**src/hw/trmsc_consts.svh**
```systemverilog
// offsets, field positions, codes and timing counts of the tape command interpreter
`ifndef TRMSC_CONSTS_SVH
`define TRMSC_CONSTS_SVH
// register byte offsets
`define TRMSC_OFF_CMD    5'h00
`define TRMSC_OFF_CTRL   5'h04
`define TRMSC_OFF_RESULT 5'h08
`define TRMSC_OFF_XSTAT  5'h0C
`define TRMSC_OFF_ERRCNT 5'h10
// command codes
`define TRMSC_CMD_RD     8'h80
`define TRMSC_CMD_WFM    8'h60
`define TRMSC_CMD_RFM    8'hA0
`define TRMSC_CMD_WRITE_NO_UNDERRUN_CMD   8'h41
`define TRMSC_CMD_READ_EXTENDED_STATUS_CMD   8'hC0
// control fields
`define TRMSC_CTRL_RESET 0
`define TRMSC_CTRL_CONT  1
`define TRMSC_CTRL_SEL0  2
// result flag positions
`define TRMSC_RES_DONE   0
`define TRMSC_RES_REJ    1
`define TRMSC_RES_FM     2
`define TRMSC_RES_NODATA 3
`define TRMSC_RES_EOM    4
`define TRMSC_RES_UNREC  5
`define TRMSC_RES_MARG   6
`define TRMSC_RES_FAULT  7
`define TRMSC_RES_CASS   8
`define TRMSC_RES_ERRS   9'h1FA
// retry limits and byte counts
`define TRMSC_TRY_UNREC  5'h10
`define TRMSC_TRY_MARG   5'h08
`define TRMSC_XS_BYTES   6
// reset values and timing
`define TRMSC_SEL_RST    2'h0
`define TRMSC_CLK_MHZ    200
`define TRMSC_START_MS   1000
`endif

```
**src/hw/trmsc_pkg.sv**
```systemverilog
// types shared by the tape command interpreter
package trmsc_pkg;
    typedef enum logic [2:0] {
        S_IDLE,
        S_RD,
        S_RFM,
        S_ERASE,
        S_WFM,
        S_WRITE_NO_UNDERRUN_CMD
    } trmsc_state_e;

    // drive-side status pins
    typedef struct packed {
        logic cass_ok;
        logic wprot;
        logic moving;
        logic blk_done;
        logic blk_bad;
        logic fmark;
        logic gap;
        logic leader;
        logic last_track;
        logic last_block;
        logic tape_end;
        logic erase_ok;
        logic next_ready;
        logic rom_err;
        logic sysmem_err;
        logic bufmem_err;
        logic pos_lost;
    } trmsc_tape_in_s;

    typedef logic [7:0] trmsc_byte_t;
endpackage : trmsc_pkg

```
**src/hw/trmsc_top.sv**
```systemverilog
// tape command interpreter: read, file mark, no-underrun and extended status commands
//
// The Avalon-MM slave port and the register addresses were left to the implementer.
`include "trmsc_consts.svh"
`timescale 1ns/100ps
`default_nettype none

module trmsc_top
    import trmsc_pkg::*;
#(
    parameter int unsigned START_TMO_CYC = `TRMSC_START_MS * `TRMSC_CLK_MHZ * 1000,
    parameter trmsc_byte_t IDENT         = 8'hA5 // arbitrary value
) (
    // clock and reset
    input  wire logic           i_clk,
    input  wire logic           i_rstn,
    // avalon-mm slave
    input  wire logic [4:0]     i_avs_address,
    input  wire logic           i_avs_read,
    input  wire logic           i_avs_write,
    input  wire logic [31:0]    i_avs_writedata,
    output logic      [31:0]    o_avs_readdata,
    output logic                o_avs_waitrequest,
    // drive pins
    input  wire trmsc_tape_in_s i_tape,
    input  wire logic [7:0]     i_track,
    input  wire logic [15:0]    i_blk_addr,
    output logic                o_motor_run,
    output logic                o_read_en,
    output logic                o_write_en,
    output logic                o_erase_en,
    output logic                o_rewrite_prev,
    output logic                o_rewind,
    output logic                o_exception_n
);

    // ------------------------------------------------------------
    // pin synchronisers
    // ------------------------------------------------------------
    trmsc_tape_in_s s1_r, tin, prv_r;
    logic [23:0]    p1_r, pos_r;

    always_ff @(posedge i_clk or negedge i_rstn) begin
        if (!i_rstn) begin
            s1_r  <= '0;
            tin   <= '0;
            prv_r <= '0;
            p1_r  <= '0;
            pos_r <= '0;
        end else begin
            s1_r  <= i_tape;
            tin   <= s1_r;
            prv_r <= tin;
            p1_r  <= {i_track, i_blk_addr};
            pos_r <= p1_r;
        end
    end

    // a pulse is seen once it is sampled high at one rising clock edge
    logic blk_p, bad_p, fm_p, gap_p, lead_p;
    assign blk_p  = tin.blk_done & ~prv_r.blk_done;
    assign bad_p  = blk_p & tin.blk_bad;
    assign fm_p   = tin.fmark & ~prv_r.fmark;
    assign gap_p  = tin.gap & ~prv_r.gap;
    assign lead_p = tin.leader & ~prv_r.leader;

    // ------------------------------------------------------------
    // bus slave
    // ------------------------------------------------------------
    logic ack_r, rd_fire, wr_fire;
    assign o_avs_waitrequest = (i_avs_read | i_avs_write) & ~ack_r;
    assign rd_fire = i_avs_read & ack_r;
    assign wr_fire = i_avs_write & ack_r;

    always_ff @(posedge i_clk or negedge i_rstn) begin
        if (!i_rstn) begin
            ack_r <= 1'b0;
        end else begin
            ack_r <= (i_avs_read | i_avs_write) & ~ack_r;
        end
    end

    logic       cmd_wr, ctl_wr, res_wr, xs_rd;
    logic [7:0] code;
    assign code   = i_avs_writedata[7:0];
    assign cmd_wr = wr_fire && (i_avs_address == `TRMSC_OFF_CMD);
    assign ctl_wr = wr_fire && (i_avs_address == `TRMSC_OFF_CTRL);
    assign res_wr = wr_fire && (i_avs_address == `TRMSC_OFF_RESULT);
    assign xs_rd  = rd_fire && (i_avs_address == `TRMSC_OFF_XSTAT);

    // ------------------------------------------------------------
    // control and selection
    // ------------------------------------------------------------
    logic [1:0] sel_r;
    logic       cont_r, sel_ok, flt_clr;
    assign sel_ok  = (sel_r == 2'h1) || (sel_r == 2'h2);
    assign flt_clr = ctl_wr && i_avs_writedata[`TRMSC_CTRL_RESET];

    always_ff @(posedge i_clk or negedge i_rstn) begin
        if (!i_rstn) begin
            sel_r  <= `TRMSC_SEL_RST;
            cont_r <= 1'b0;
        end else if (ctl_wr) begin
            sel_r  <= i_avs_writedata[`TRMSC_CTRL_SEL0+:2];
            cont_r <= i_avs_writedata[`TRMSC_CTRL_CONT];
        end
    end

    // ------------------------------------------------------------
    // command sequencer
    // ------------------------------------------------------------
    trmsc_state_e state_r, state_nxt;
    logic [4:0]   att_r, att_nxt;
    logic [31:0]  tmo_r;
    logic [8:0]   res_set;
    logic [6:1]   flt_set;
    logic         reading, writing, tmo_hit, rewind_nxt, run_ok;

    assign reading = (state_r == S_RD) || (state_r == S_RFM);
    assign writing = (state_r == S_ERASE) || (state_r == S_WFM) || (state_r == S_WRITE_NO_UNDERRUN_CMD);
    assign tmo_hit = (state_r != S_IDLE) && !tin.moving && (tmo_r == START_TMO_CYC - 1);
    assign run_ok  = !cmd_wr && tin.cass_ok && !tmo_hit;
    assign att_nxt = att_r + 5'h01;

    always_comb begin
        state_nxt  = state_r;
        res_set    = '0;
        flt_set    = '0;
        rewind_nxt = 1'b0;
        flt_set[6] = tin.rom_err;
        flt_set[5] = tin.sysmem_err;
        flt_set[4] = tin.bufmem_err;
        flt_set[2] = tin.pos_lost;
        if (cmd_wr) begin
            case (code)
                `TRMSC_CMD_RD, `TRMSC_CMD_RFM: begin
                    // a read may not interrupt a write or another read
                    if (!sel_ok || !tin.cass_ok || writing || reading) begin
                        res_set[`TRMSC_RES_REJ] = 1'b1;
                    end else begin
                        state_nxt = (code == `TRMSC_CMD_RD) ? S_RD : S_RFM;
                    end
                end
                `TRMSC_CMD_WFM, `TRMSC_CMD_WRITE_NO_UNDERRUN_CMD: begin
                    if (!sel_ok || !tin.cass_ok || tin.wprot || reading) begin
                        res_set[`TRMSC_RES_REJ] = 1'b1;
                    end else if (code == `TRMSC_CMD_WRITE_NO_UNDERRUN_CMD) begin
                        state_nxt = S_WRITE_NO_UNDERRUN_CMD;
                    end else begin
                        state_nxt = (pos_r[23:16] == 8'h00) ? S_ERASE : S_WFM;
                    end
                end
                `TRMSC_CMD_READ_EXTENDED_STATUS_CMD: begin
                    state_nxt = state_r;
                end
                default: begin
                    res_set[`TRMSC_RES_REJ] = 1'b1;
                end
            endcase
        end else if (state_r != S_IDLE && !tin.cass_ok) begin
            state_nxt = S_IDLE;
            res_set[`TRMSC_RES_CASS] = 1'b1;
        end else if (tmo_hit) begin
            state_nxt = S_IDLE;
            res_set[`TRMSC_RES_FAULT] = 1'b1;
            flt_set[3] = 1'b1;
        end else begin
            case (state_r)
                S_RD: begin
                    if (bad_p && att_nxt == `TRMSC_TRY_UNREC) begin
                        state_nxt = S_IDLE;
                        res_set[`TRMSC_RES_UNREC] = 1'b1;
                    end else if (fm_p) begin
                        state_nxt = S_IDLE;
                        res_set[`TRMSC_RES_FM] = 1'b1;
                    end else if (gap_p) begin
                        state_nxt = S_IDLE;
                        res_set[`TRMSC_RES_NODATA] = 1'b1;
                    end else if (lead_p && tin.last_track) begin
                        state_nxt = S_IDLE;
                        res_set[`TRMSC_RES_NODATA] = 1'b1;
                        res_set[`TRMSC_RES_EOM] = 1'b1;
                    end else if (lead_p && !tin.last_block) begin
                        state_nxt = S_IDLE;
                        res_set[`TRMSC_RES_FAULT] = 1'b1;
                        flt_set[2] = 1'b1;
                    end
                end
                S_RFM: begin
                    if (bad_p && att_nxt == `TRMSC_TRY_UNREC) begin
                        state_nxt = S_IDLE;
                        res_set[`TRMSC_RES_UNREC] = 1'b1;
                        rewind_nxt = 1'b1;
                    end else if (fm_p) begin
                        state_nxt = S_IDLE;
                        res_set[`TRMSC_RES_FM] = 1'b1;
                        res_set[`TRMSC_RES_DONE] = 1'b1;
                    end else if (gap_p) begin
                        state_nxt = S_IDLE;
                        res_set[`TRMSC_RES_NODATA] = 1'b1;
                    end
                end
                S_ERASE: begin
                    // erase current is judged at the end of the erased stretch
                    if (blk_p && !tin.erase_ok) begin
                        state_nxt = S_IDLE;
                        res_set[`TRMSC_RES_FAULT] = 1'b1;
                        flt_set[1] = 1'b1;
                    end else if (blk_p) begin
                        state_nxt = S_WFM;
                    end
                end
                S_WFM: begin
                    if (bad_p && att_nxt == `TRMSC_TRY_UNREC) begin
                        state_nxt = S_IDLE;
                        res_set[`TRMSC_RES_UNREC] = 1'b1;
                        rewind_nxt = 1'b1;
                    end else if (bad_p && att_nxt == `TRMSC_TRY_MARG && !cont_r) begin
                        state_nxt = S_IDLE;
                        res_set[`TRMSC_RES_MARG] = 1'b1;
                    end else if (lead_p && tin.last_track) begin
                        state_nxt = S_IDLE;
                        res_set[`TRMSC_RES_EOM] = 1'b1;
                    end else if (blk_p && !tin.blk_bad) begin
                        state_nxt = S_IDLE;
                        res_set[`TRMSC_RES_DONE] = 1'b1;
                    end
                end
                S_WRITE_NO_UNDERRUN_CMD: begin
                    if (tin.tape_end) begin
                        state_nxt = S_IDLE;
                        res_set[`TRMSC_RES_EOM] = 1'b1;
                    end else if (blk_p && pos_r[23:16] == 8'h00 && !tin.erase_ok) begin
                        state_nxt = S_IDLE;
                        res_set[`TRMSC_RES_FAULT] = 1'b1;
                        flt_set[1] = 1'b1;
                    end else if (blk_p && tin.next_ready) begin
                        state_nxt = S_IDLE;
                        res_set[`TRMSC_RES_DONE] = 1'b1;
                    end
                end
                default: begin
                    state_nxt = S_IDLE;
                end
            endcase
        end
    end

    always_ff @(posedge i_clk or negedge i_rstn) begin
        if (!i_rstn) begin
            state_r <= S_IDLE;
        end else begin
            state_r <= state_nxt;
        end
    end

    // attempts restart on each change of state and after a clean block
    always_ff @(posedge i_clk or negedge i_rstn) begin
        if (!i_rstn) begin
            att_r <= '0;
        end else if (state_nxt != state_r || (blk_p && !tin.blk_bad)) begin
            att_r <= '0;
        end else if (bad_p) begin
            att_r <= att_nxt;
        end
    end

    always_ff @(posedge i_clk or negedge i_rstn) begin
        if (!i_rstn) begin
            tmo_r <= '0;
        end else if (state_r == S_IDLE || tin.moving || tmo_hit) begin
            tmo_r <= '0;
        end else begin
            tmo_r <= tmo_r + 32'h0000_0001;
        end
    end

    // ------------------------------------------------------------
    // drive outputs
    // ------------------------------------------------------------
    always_ff @(posedge i_clk or negedge i_rstn) begin
        if (!i_rstn) begin
            o_motor_run    <= 1'b0;
            o_read_en      <= 1'b0;
            o_write_en     <= 1'b0;
            o_erase_en     <= 1'b0;
            o_rewrite_prev <= 1'b0;
            o_rewind       <= 1'b0;
        end else begin
            o_motor_run    <= state_nxt != S_IDLE;
            o_read_en      <= (state_nxt == S_RD) || (state_nxt == S_RFM);
            o_write_en     <= (state_nxt == S_WFM) || (state_nxt == S_WRITE_NO_UNDERRUN_CMD);
            o_erase_en     <= state_nxt == S_ERASE;
            o_rewrite_prev <= (state_nxt == S_WRITE_NO_UNDERRUN_CMD) && !tin.next_ready;
            o_rewind       <= rewind_nxt;
        end
    end

    // ------------------------------------------------------------
    // result flags, fault byte, error count
    // ------------------------------------------------------------
    logic [8:0]  res_r;
    logic [6:1]  flt_r;
    logic [15:0] err_r;
    trmsc_byte_t flt_byte;
    assign flt_byte = {|flt_r, flt_r, 1'b0};

    // write-one-to-clear; a same-cycle event wins
    always_ff @(posedge i_clk or negedge i_rstn) begin
        if (!i_rstn) begin
            res_r <= '0;
        end else if (res_wr) begin
            res_r <= (res_r & ~i_avs_writedata[8:0]) | res_set;
        end else begin
            res_r <= res_r | res_set;
        end
    end

    always_ff @(posedge i_clk or negedge i_rstn) begin
        if (!i_rstn) begin
            flt_r <= '0;
        end else if (flt_clr) begin
            flt_r <= flt_set;
        end else begin
            flt_r <= flt_r | flt_set;
        end
    end

    always_ff @(posedge i_clk or negedge i_rstn) begin
        if (!i_rstn) begin
            err_r <= '0;
        end else if (bad_p && state_r != S_IDLE) begin
            err_r <= err_r + 16'h0001;
        end
    end

    always_ff @(posedge i_clk or negedge i_rstn) begin
        if (!i_rstn) begin
            o_exception_n <= 1'b1;
        end else begin
            o_exception_n <= ~|(res_r & `TRMSC_RES_ERRS);
        end
    end

    // ------------------------------------------------------------
    // extended status snapshot
    // ------------------------------------------------------------
    trmsc_byte_t xs_src [`TRMSC_XS_BYTES];
    trmsc_byte_t xs_mem [`TRMSC_XS_BYTES];
    logic [2:0]  xs_idx_r;
    logic        read_extended_status_cmd_wr;
    assign read_extended_status_cmd_wr   = cmd_wr && (code == `TRMSC_CMD_READ_EXTENDED_STATUS_CMD);
    assign xs_src[0] = IDENT;
    assign xs_src[1] = flt_byte;
    assign xs_src[2] = {6'h00, sel_r};
    assign xs_src[3] = pos_r[23:16];
    assign xs_src[4] = pos_r[15:8];
    assign xs_src[5] = pos_r[7:0];

    // taken as one snapshot so the six bytes agree with each other
    for (genvar g = 0; g < `TRMSC_XS_BYTES; g++) begin : g_xs
        always_ff @(posedge i_clk or negedge i_rstn) begin
            if (!i_rstn) begin
                xs_mem[g] <= '0;
            end else if (read_extended_status_cmd_wr) begin
                xs_mem[g] <= xs_src[g];
            end
        end
    end

    always_ff @(posedge i_clk or negedge i_rstn) begin
        if (!i_rstn) begin
            xs_idx_r <= 3'h6;
        end else if (read_extended_status_cmd_wr) begin
            xs_idx_r <= 3'h0;
        end else if (xs_rd && xs_idx_r < 3'h6) begin
            xs_idx_r <= xs_idx_r + 3'h1;
        end
    end

    // ------------------------------------------------------------
    // read data
    // ------------------------------------------------------------
    always_ff @(posedge i_clk or negedge i_rstn) begin
        if (!i_rstn) begin
            o_avs_readdata <= '0;
        end else if (i_avs_read && !ack_r) begin
            case (i_avs_address)
                `TRMSC_OFF_CMD:    o_avs_readdata <= {29'h0, state_r};
                `TRMSC_OFF_CTRL:   o_avs_readdata <= {28'h0, sel_r, cont_r, 1'b0};
                `TRMSC_OFF_RESULT: o_avs_readdata <= {15'h0, flt_byte, res_r};
                `TRMSC_OFF_XSTAT:  o_avs_readdata <= (xs_idx_r < 3'h6) ?
                                       {23'h0, 1'b1, xs_mem[xs_idx_r]} : 32'h0000_0000;
                `TRMSC_OFF_ERRCNT: o_avs_readdata <= {16'h0, err_r};
                default:           o_avs_readdata <= 32'h0000_0000;
            endcase
        end
    end
endmodule : trmsc_top

`default_nettype wire

```
**config.mk**
```make
export PLATFORM = sky130hd
export DESIGN_NAME = trmsc_top
export DESIGN_NICKNAME = d
export VERILOG_FILES = /design/src/hw/trmsc_pkg.sv /design/src/hw/trmsc_top.sv
export VERILOG_INCLUDE_DIRS = /design/src /design/src/hw
export SDC_FILE = /design/constraint.sdc
export NUM_CORES = 1
export LEC_CHECK = 0
export BUFFER_PORTS_ARGS = -buffer_cell sky130_fd_sc_hd__buf_2
export CAP_MARGIN = 20
export CORE_MARGIN = 2
export CORE_UTILIZATION = 60
export CTS_BUF_LIST = sky130_fd_sc_hd__clkbuf_4
export DETAILED_ROUTE_END_ITERATION = 16
export GPL_ROUTABILITY_DRIVEN = 0
export GPL_TIMING_DRIVEN = 0
export PLACE_DENSITY = 0.84
export SYNTH_ARGS = -nofsm -noshare
export SYNTH_HDL_FRONTEND = slang
export SYNTH_SLANG_ARGS = --single-unit
```
**constraint.sdc**
```tcl
create_clock -name i_clk -period 3.65 [get_ports i_clk]
set_clock_uncertainty 0.2 [all_clocks]
set_input_delay 1.095 -clock i_clk [delete_from_list [all_inputs] [get_ports i_clk]]
set_output_delay 1.095 -clock i_clk [all_outputs]
set_load 0.03 [all_outputs]
```
==> impl_metrics.csv, run 1 <==
group,metric,value,unit
pwr,power_density,461,nW/um^2
clock_tree,postCtsSetupBuffers,0,
route,avgRoutedWirePerCell,16.7,um
synthesis,avgSynthCellArea,11.3,um^2
floorplanning,row_count,45,
finish,final_common_cell,"dfrtp_1",
synthesis,syn_inst,826,
synthesis,synth-edff-count,0,
placed_design,port_buffers,80,
synthesis,synth_seq_cells,222,
timing,maxClockFrequency,288,MHz
floorplanning,coreArea,15200,um^2
synthesis,yosys_warnings,0,
route,antenna_left,0,
clock_tree,cts_hold_buf,0,
synthesis,yosysUniqueCellTypes,69,
clock_tree,cts_resized,0,
synthesis,netlist_area,9340,um^2
placed_design,hpwlAfterDp,14000,um
global_routing,antenna_found_initial,2,
global_routing,grt_pass1_vias,6890,
synthesis,synthFlopType,"dfrtp_1",
worst_setup_path,end_kind,"register",
worst_setup_path,worstPathMaxFanout,7,
global_routing,grt_pass1_wl,33500,um
synthesis,async_flop_share,100,%
timing,fin_hold_ws,0.117,ns
clock_tree,cts_tree,"done",
worst_setup_path,critPathKind,"reg2reg",
finish,layout-drive-gt1-share,23.5,%
hold_path,min_path_type,"reg2reg",
finish,area_delta_synth_final,15.4,%
clock_tree,cts-root-buf,"clkbuf_4",
finish,nets,1067,
worst_setup_path,worstPathRequired,3.96,ns
finish,layout_common_cells,"dfrtp_1, buf_2, clkbuf_4, nor2_1, nand2_1",
floorplanning,die_area,16600,um^2
route,dr_total_vias,7014,
worst_setup_path,startpoint_type,"register",
route,via_per_inst,5.81,
clock_tree,clk_path_buf_depth,3,
pwr,finalPower,4970,uW
global_routing,grt.total_usage,25.5,%
clock_tree,path_clk_slew,0.07,ns
floorplanning,initial_core_util,61.4,%
finish,final_util,70.9,%
timing,worstMarginPinSlew,0.912,ns
clock_tree,clkLatencyLatePin,0.66,ns
timing,period_needed,3.47,ns
global_routing,gr-total-overflow,0,
timing,post-route-period-util,95.1,%
timing,hold_viol_final,0,
global_routing,grt_max_degree,131,
route,drt_iter0_drc,770,
synthesis,yosysSeqAreaShare,59.5,%
floorplanning,die_w,129,um
route,drc,0,
status,status,"complete, no violations",
floorplanning,ios,122,
floorplanning,die_y,129,um
route,first_pass_iters,7,
clock_tree,clock-sinks,222,
timing,rsz0062_at_grt,"no",
clock_tree,htree_levels,2,
pwr,peakVddDrop,0.233,mV
timing,slew_headroom,38.7,%
route,routed_wl,20200,um
pwr,p_leak,0.00497,uW
timing,maxSlewViolCount,0,
timing,final-setup-viol-count,0,
clock_tree,cts_buffers,55,
flow_run,maxCapViolCount,0,
worst_setup_path,worstPathArrival,3.78,ns
[report_power, final]
group | total [uW] | leakage [uW] | switching, uW | internal, uW
Sequential | 2610 | 0.00285 | 65.1 | 2550
Combinational | 354 | 0.00171 | 235 | 119
Clock | 2010 | 0.000407 | 950 | 1060
[synthesized netlist by cell type (4+ instances only)]
library cell | n | share of area (%)
dfrtp_1 | 219 | 59
nor2_1 | 74 | 3.0
nand2_1 | 66 | 2.7
o21ai_0 | 49 | 2.6
mux2_2 | 41 | 4.9
nand3_1 | 39 | 2.1
xor2_1 | 28 | 2.6
xnor2_1 | 25 | 2.3
clkbuf_1 | 21 | 0.84
inv_1 | 21 | 0.84
nor3_1 | 19 | 1.0
a21oi_1 | 18 | 0.96
buf_4 | 15 | 1.2
nand4_1 | 15 | 1.0
and3_1 | 13 | 0.87
a22oi_1 | 12 | 0.96
mux2i_1 | 9 | 0.96
nor2b_1 | 9 | 0.60
nand2b_1 | 8 | 0.54
a31oi_1 | 7 | 0.47
or3_1 | 7 | 0.47
and4_1 | 6 | 0.56
ha_1 | 6 | 0.80
nor4_1 | 6 | 0.40
o22ai_1 | 6 | 0.40
a221oi_1 | 5 | 0.47
a2111oi_0 | 4 | 0.37
a222oi_1 | 4 | 0.43
and2_1 | 4 | 0.27
o2111ai_1 | 4 | 0.37
o211ai_1 | 4 | 0.32
or2_2 | 4 | 0.27
or4_1 | 4 | 0.32
[worst max-delay path, stage by stage, from the launching register on]
cell and delay [ns]:
dfrtp_1 0.49, ha_1 0.19, clkbuf_1 0.28, xnor2_1 0.19
nand4_1 0.26, a2111oi_0 0.60, o221a_2 0.36, o21ai_0 0.10
o22ai_1 0.53, nor3_1 0.12
[final timing paths]
| path | startpoint | end | slack [ns] | depth (start not counted) |
|---|---|---|---|---|
| hold reg to reg | s1_r[2]$_DFF_PN0_ | flt_set[5]$_DFF_PN0_ | 0.12 | 0 |
| setup reg to reg | att_r[0]$_DFFE_PN0P_ | att_r[4]$_DFFE_PN0P_ | 0.18 | 9 |
| setup / recovery | att_r[0]$_DFFE_PN0P_ | att_r[4]$_DFFE_PN0P_ | 0.18 | 9 |
| min in group asynchronous | i_rstn | att_r[3]$_DFFE_PN0P_ | 0.30 | 2 |
| hold / removal | s1_r[2]$_DFF_PN0_ | flt_set[5]$_DFF_PN0_ | 0.12 | 0 |
| max in group asynchronous | i_rstn | p1_r[16]$_DFF_PN0_ | 2.03 | 3 |
[area by class of cell]
class,count,area (um^2)
Fill cell,1083,4420
Sequential cell,222,5560
Tap cell,188,235
Timing Repair Buffer,82,465
Clock inverter,15,85.1
Antenna cell,3,7.51
Inverter,21,78.8
Multi-Input combinational cell,556,3540
Clock buffer,79,593
Buffer,41,214
[cells by family after synthesis]
kind of cell             count (synthesis)  share of synthesized area, %
flip-flops                             222                          59.5
adder cells (fa/ha/maj)                  6                         0.804
other                                    1                        0.0401
XOR/XNOR                                53                          4.97
AND/OR/NAND/NOR                        290                          15.7
AO/OA/AOI/OAI                          142                          9.98
multiplexers                            50                          5.91
buffers and inverters                   62                          3.13
[routing by layer]
layer	wire length [um]	vias up	part of all wire (%)	track usage (%)
met3	1740	53	8.6	6.11
met5	0	-	0	0
met1	8550	3365	42	35.8
met4	601	0	3.0	12.3
li1	-	3247	-	-
met2	9290	349	46	38.0
[state kept, by name, summed over array words and instances, names as in the netlist, 9 cells and up]
signal and flops:
tmo_r 32, tin 14, xs_mem 34, p1_r 24
o_avs_readdata 17, pos_r 24, s1_r 17, err_r 16
res_r 9
[through the flow]
stage                     cells  cell area (um^2)  setup TNS (ns)  setup WS (ns)
after CTS                  1204             10800               0          0.318
after global placement     1108             10000         -500.89          -2.28
final                      1207             10800               0          0.179
after global routing       1205             10800               0          0.110
after floorplan             840              9390               0          0.344
after detailed placement   1110             10100           -3.92         -0.274
(Power assumes the default switching activity.)
==> run 2: changes to the inputs <==
Settings changed: CORE_UTILIZATION 60 to 50, PLACE_DENSITY 0.84 to 0.73.
==> run 2 against run 1 <==
Compared with the run above: sequential share of layout area shrank 0.40 points; critical path type unchanged; total power rose by 0.35%; non-clock buffer count stayed put; critical endpoint is now att_r[1]$_DFFE_PN0P_; largest power group unchanged; routed wire length increased by 0.66%; combinational power hardly changed; via count down 1.3%; register-to-register slack better by 0.06 ns; hold slack better by 0.013 ns.
==> impl_metrics.csv, run 2 (synthesis gave the netlist of run 1 again) <==
group,metric,value,unit
floorplanning,die_w,141,um
hold_path,min_path_type,"reg2reg",
global_routing,antenna_found_initial,5,
timing,maxSlewViolCount,0,
global_routing,grt.total_usage,21.1,%
floorplanning,die_area,19800,um^2
floorplanning,row_count,49,
clock_tree,clk_path_buf_depth,3,
global_routing,grt_pass1_wl,33400,um
pwr,peakVddDrop,0.304,mV
timing,period_needed,3.41,ns
floorplanning,initial_core_util,51.5,%
clock_tree,postCtsSetupBuffers,0,
finish,final_common_cell,"dfrtp_1",
timing,worstMarginPinSlew,0.942,ns
route,drt_iter0_drc,642,
worst_setup_path,cp_top_family,"compound AO/OA/AOI/OAI gates",
finish,layout-drive-gt1-share,24.2,%
finish,reg_top3,"xs_mem x34, tmo_r x32",
worst_setup_path,startpoint_type,"register",
global_routing,grt_pass1_vias,6626,
floorplanning,coreArea,18100,um^2
placed_design,hpwlAfterDp,14500,um
finish,stdcell_area,10900,um^2
worst_setup_path,worstPathMaxFanout,7,
pwr,p_leak,0.00498,uW
clock_tree,cts-root-buf,"clkbuf_4",
timing,final-setup-viol-count,0,
finish,area_delta_synth_final,16.3,%
worst_setup_path,r2r_start,"att_r[0]$_DFFE_PN0P_",
flow_run,maxCapViolCount,0,
clock_tree,cts_hold_buf,0,
finish,largest_reg_flops,34,
route,antenna_left,0,
pwr,power_density,459,nW/um^2
worst_setup_path,setup.worst_path.start,"att_r[0]$_DFFE_PN0P_",
placed_design,port_buffers,80,
route,dr_total_vias,6923,
worst_setup_path,critPathBufInv,1,
clock_tree,cts_tree,"done",
timing,hold_viol_final,0,
clock_tree,clkLatencyLatePin,0.67,ns
timing,maxClockFrequency,293,MHz
floorplanning,ios,122,
worst_setup_path,critPathKind,"reg2reg",
finish,fill_cells,1510,
timing,rsz0062_at_grt,"no",
route,first_pass_iters,8,
status,status,"complete, no violations",
finish,top_register,"xs_mem",
worst_setup_path,cp_slowest_cell,"a2111oi_0",
clock_tree,clock-sinks,222,
clock_tree,path_clk_slew,0.06,ns
timing,post-route-period-util,93.4,%
clock_tree,cts_resized,0,
worst_setup_path,max_stage_delay,0.65,ns
floorplanning,die_y,141,um
route,via_per_inst,5.52,
worst_setup_path,worstPathRequired,3.96,ns
timing,tns,0,ns
finish,final_util,59.9,%
route,drc,0,
finish,layout_common_cells,"dfrtp_1, clkbuf_4, buf_2, nor2_1, nand2_1",
worst_setup_path,worstPathArrival,3.72,ns
worst_setup_path,end_kind,"register",
hold_path,hp-start,"s1_r[10]$_DFF_PN0_",
timing,slew_headroom,36.7,%
finish,regArea,5560,um^2
global_routing,gr-total-overflow,0,
worst_setup_path,path_cells,"ha_1 > clkbuf_1 > xnor2_1 > nand4_1 > a2111oi_0 > o221a_2 > o21ai_0 > o22ai_1 > nor3_1",
global_routing,grt_max_degree,94,
clock_tree,htree_levels,2,
route,routed_wl,20300,um
finish,nets,1068,
route,avgRoutedWirePerCell,16.2,um
finish,multi_input_area,3540,um^2
placed_design,post_dp_cell_area,10100,um^2
clock_tree,cts_buffers,56,
run 2: worst reg2reg max path: stages (launching register included):
cell	delay, ns
dfrtp_1	0.48
ha_1	0.18
clkbuf_1	0.29
xnor2_1	0.16
nand4_1	0.27
a2111oi_0	0.65
o221a_2	0.36
o21ai_0	0.09
o22ai_1	0.47
nor3_1	0.11
run 2: cell type report:
| class | count | share of cell area, % |
|---|---|---|
| inverter | 21 | 0.725 |
| multi-input combinational | 556 | 32.6 |
| tap | 229 | 2.64 |
| timing repair buffer | 82 | 4.28 |
| sequential | 222 | 51.2 |
| buffer | 41 | 1.97 |
| clock inverter | 12 | 0.518 |
| clock buffer | 87 | 6.01 |
| antenna | 4 | 0.0921 |
run 2: per-layer routing:
layer  GRT usage, %  part of all wire, %  vias up
met2           31.2                   45      276
met4           8.53                  2.8        2
met3           5.84                  8.1       51
met5              0                0.064        -
li1               -                    -     3273
met1           29.7                   44     3321
run 2: where the power goes:
part | leakage [uW] | switching, uW | internal, uW
Clock | 0.000425 | 949 | 1080
Combinational | 0.00171 | 234 | 119
Sequential | 0.00285 | 63.1 | 2550
run 2: worst paths after layout:
| kind | to | slack [ns] | cells past startpoint |
|---|---|---|---|
| min reg2reg | tin[10]$_DFF_PN0_ | 0.13 | 0 |
| max | att_r[1]$_DFFE_PN0P_ | 0.24 | 9 |
| min in group asynchronous | att_r[0]$_DFFE_PN0P_ | 0.14 | 1 |
| min | tin[10]$_DFF_PN0_ | 0.13 | 0 |
| max reg2reg | att_r[1]$_DFFE_PN0P_ | 0.24 | 9 |
| max in group asynchronous | tmo_r[21]$_DFF_PN0_ | 1.99 | 3 |
run 2: stage by stage:
stage               instances  hold WS, ns  total power (uW)  worst slack, ns
detailed placement       1151        0.135              3010           -0.297
global placement         1149        0.131              2990            -2.37
global route             1252        0.107              5250            0.103
floorplan                 840        0.131              2840            0.344
finish                   1254        0.130              4990            0.240
CTS                      1250        0.114              5060            0.395
==> run 3: changes to the inputs <==
Settings changed: PLACE_DENSITY 0.73 to 0.75, RECOVER_POWER set to 100.
Clock period 3.65 ns to 2.9 ns, I/O delays scaled along.
==> run 3 against run 2 <==
Compared with the run above: critical path type is now in2reg; die area stayed put; non-clock buffer count is 3 higher; sequential power is 26% higher; largest cell class unchanged; hold slack worse by 0.023 ns.
==> impl_metrics.csv, run 3 (synthesis gave the netlist of run 1 again) <==
group,metric,value,unit
global_routing,grt_max_degree,92,
timing,maxClockFrequency,348,MHz
worst_setup_path,worstPathMaxFanout,6,
floorplanning,die_area,19800,um^2
route,antenna_left,0,
global_routing,grt.total_usage,20.9,%
worst_setup_path,critPathBufInv,1,
global_routing,gr-total-overflow,0,
timing,worstMarginPinSlew,0.790,ns
finish,regArea,5560,um^2
hold_path,min_path_type,"in2reg",
worst_setup_path,cp_top_family,"simple AND/OR/NAND/NOR gates",
clock_tree,clkLatencyLatePin,0.66,ns
floorplanning,ios,122,
worst_setup_path,critPathKind,"in2reg",
global_routing,grt_pass1_vias,6747,
timing,slew_headroom,47.4,%
pwr,peakVddDrop,0.386,mV
clock_tree,path_clk_slew,0.07,ns
finish,largest_reg_flops,34,
placed_design,port_buffers,80,
worst_setup_path,end_kind,"register",
finish,area_delta_synth_final,16.9,%
clock_tree,cts-root-buf,"clkbuf_4",
pwr,p_leak,0.00488,uW
global_routing,grt_pass1_wl,33200,um
floorplanning,die_w,141,um
timing,period_needed,2.88,ns
clock_tree,clock-sinks,222,
route,first_pass_iters,6,
finish,fill_cells,1542,
worst_setup_path,max_stage_delay,0.67,ns
floorplanning,coreArea,18100,um^2
finish,layout-drive-gt1-share,22.6,%
timing,worst_slack,0.0240,ns
timing,post-route-period-util,99.2,%
finish,layout_common_cells,"dfrtp_1, clkbuf_4, nor2_1, nand2_1, buf_2",
pwr,power_density,568,nW/um^2
route,via_per_inst,5.53,
route,dr_total_vias,6924,
placed_design,hpwlAfterDp,14300,um
finish,nets,1070,
floorplanning,initial_core_util,51.5,%
timing,fin_hold_ws,0.107,ns
clock_tree,clk_path_buf_depth,3,
timing,maxSlewViolCount,0,
worst_setup_path,cp_slowest_cell,"or4_1",
finish,final_common_cell,"dfrtp_1",
route,drt_iter0_drc,534,
floorplanning,row_count,49,
timing,final-setup-viol-count,0,
worst_setup_path,path_cells,"buf_2 > or4_1 > or3_1 > nor4b_2 > a311oi_2 > and3_1 > o22ai_2 > nor3_1",
timing,tns,0,ns
worst_setup_path,worstPathArrival,3.20,ns
route,drc,0,
global_routing,antenna_found_initial,4,
finish,top_register,"xs_mem",
status,status,"complete, no violations",
route,avgRoutedWirePerCell,16.3,um
worst_setup_path,worstPathRequired,3.23,ns
route,routed_wl,20400,um
timing,hold_viol_final,0,
flow_run,maxCapViolCount,0,
worst_setup_path,startpoint_type,"input pin",
clock_tree,htree_levels,2,
clock_tree,cts_tree,"done",
finish,multi_input_area,3650,um^2
placed_design,dpl_worst_slack,-0.665,ns
finish,reg_top3,"xs_mem x34, tmo_r x32",
clock_tree,cts_buffers,55,
floorplanning,die_y,141,um
==> run 3: cell types whose count changed in the layout (fill, tap and decap cells not counted), sizes merged <==
cell	delta
clkinv	+2
diode	-1
dlygate4sd3	+1
clkbuf	+26
buf	-30
clkinvlp	+1
inv	-1
==> run 3: cell type report <==
type | count | share of cell area, %
antenna | 3 | 0.0688
clock buffer | 81 | 5.57
inverter | 21 | 0.756
timing repair buffer | 86 | 4.07
tap | 229 | 2.62
sequential | 222 | 50.9
clock inverter | 14 | 0.573
multi-input combinational | 556 | 33.4
buffer | 40 | 1.97
==> run 3: report_power, final <==
group	internal, uW	switching [uW]	leakage, uW
Clock	1270	1190	0.000398
Sequential	3210	85.2	0.00285
Combinational	146	301	0.00163
Total	4630	1570	0.00488
==> run 3: what timing repair did <==
action,in CTS,in global routing
hold endpoints to repair,57,0
pin swaps,0,1
hold buffers,1,0
setup endpoints to repair,9,24
gates resized for setup,4,25
buffers inserted,0,3
==> run 3: path summary, 6_finish.rpt <==
path	endpoint	from	depth (start not counted)	slack, ns
max reg2reg	att_r[0]$_DFFE_PN0P_	att_r[1]$_DFFE_PN0P_	9	0.10
max	att_r[0]$_DFFE_PN0P_	i_avs_address[2]	8	0.02
min in group asynchronous	tin[12]$_DFF_PN0_	i_rstn	2	0.54
max in group asynchronous	p1_r[9]$_DFF_PN0_	i_rstn	4	0.46
min	p1_r[12]$_DFF_PN0_	i_blk_addr[12]	1	0.11
min reg2reg	pos_r[1]$_DFF_PN0_	p1_r[1]$_DFF_PN0_	0	0.12
==> run 3: routing by layer <==
layer	routed length (um)	part of all wire [%]	GRT usage (%)	vias to the layer above
li1	-	-	-	3273
met2	9210	45	30.3	270
met1	9310	46	30.6	3351
met5	13	0.064	0	-
met3	1540	7.5	5.16	28
met4	341	1.7	8.26	2
==> run 3: worst reg2reg max path, stage by stage (launching register included) <==
cell       delay [ns]
dfrtp_1          0.48
ha_2             0.32
xnor2_1          0.15
nand4_1          0.11
buf_4            0.18
a2111oi_2        0.33
o221a_2          0.32
o21ai_0          0.15
o22ai_2          0.34
nor3_1           0.10
==> run 3: stage by stage <==
| step | cells | total power (uW) | util [%] | cell area (um^2) |
|---|---|---|---|---|
| floorplan | 840 | 3580 | - | 9410 |
| global placement | 1149 | 3760 | 55.6 | 10100 |
| detailed placement | 1151 | 3790 | 56.0 | 10200 |
| CTS | 1246 | 6280 | 59.8 | 10800 |
| global route | 1252 | 6520 | 60.2 | 10900 |
| finish | 1252 | 6200 | 60.2 | 10900 |
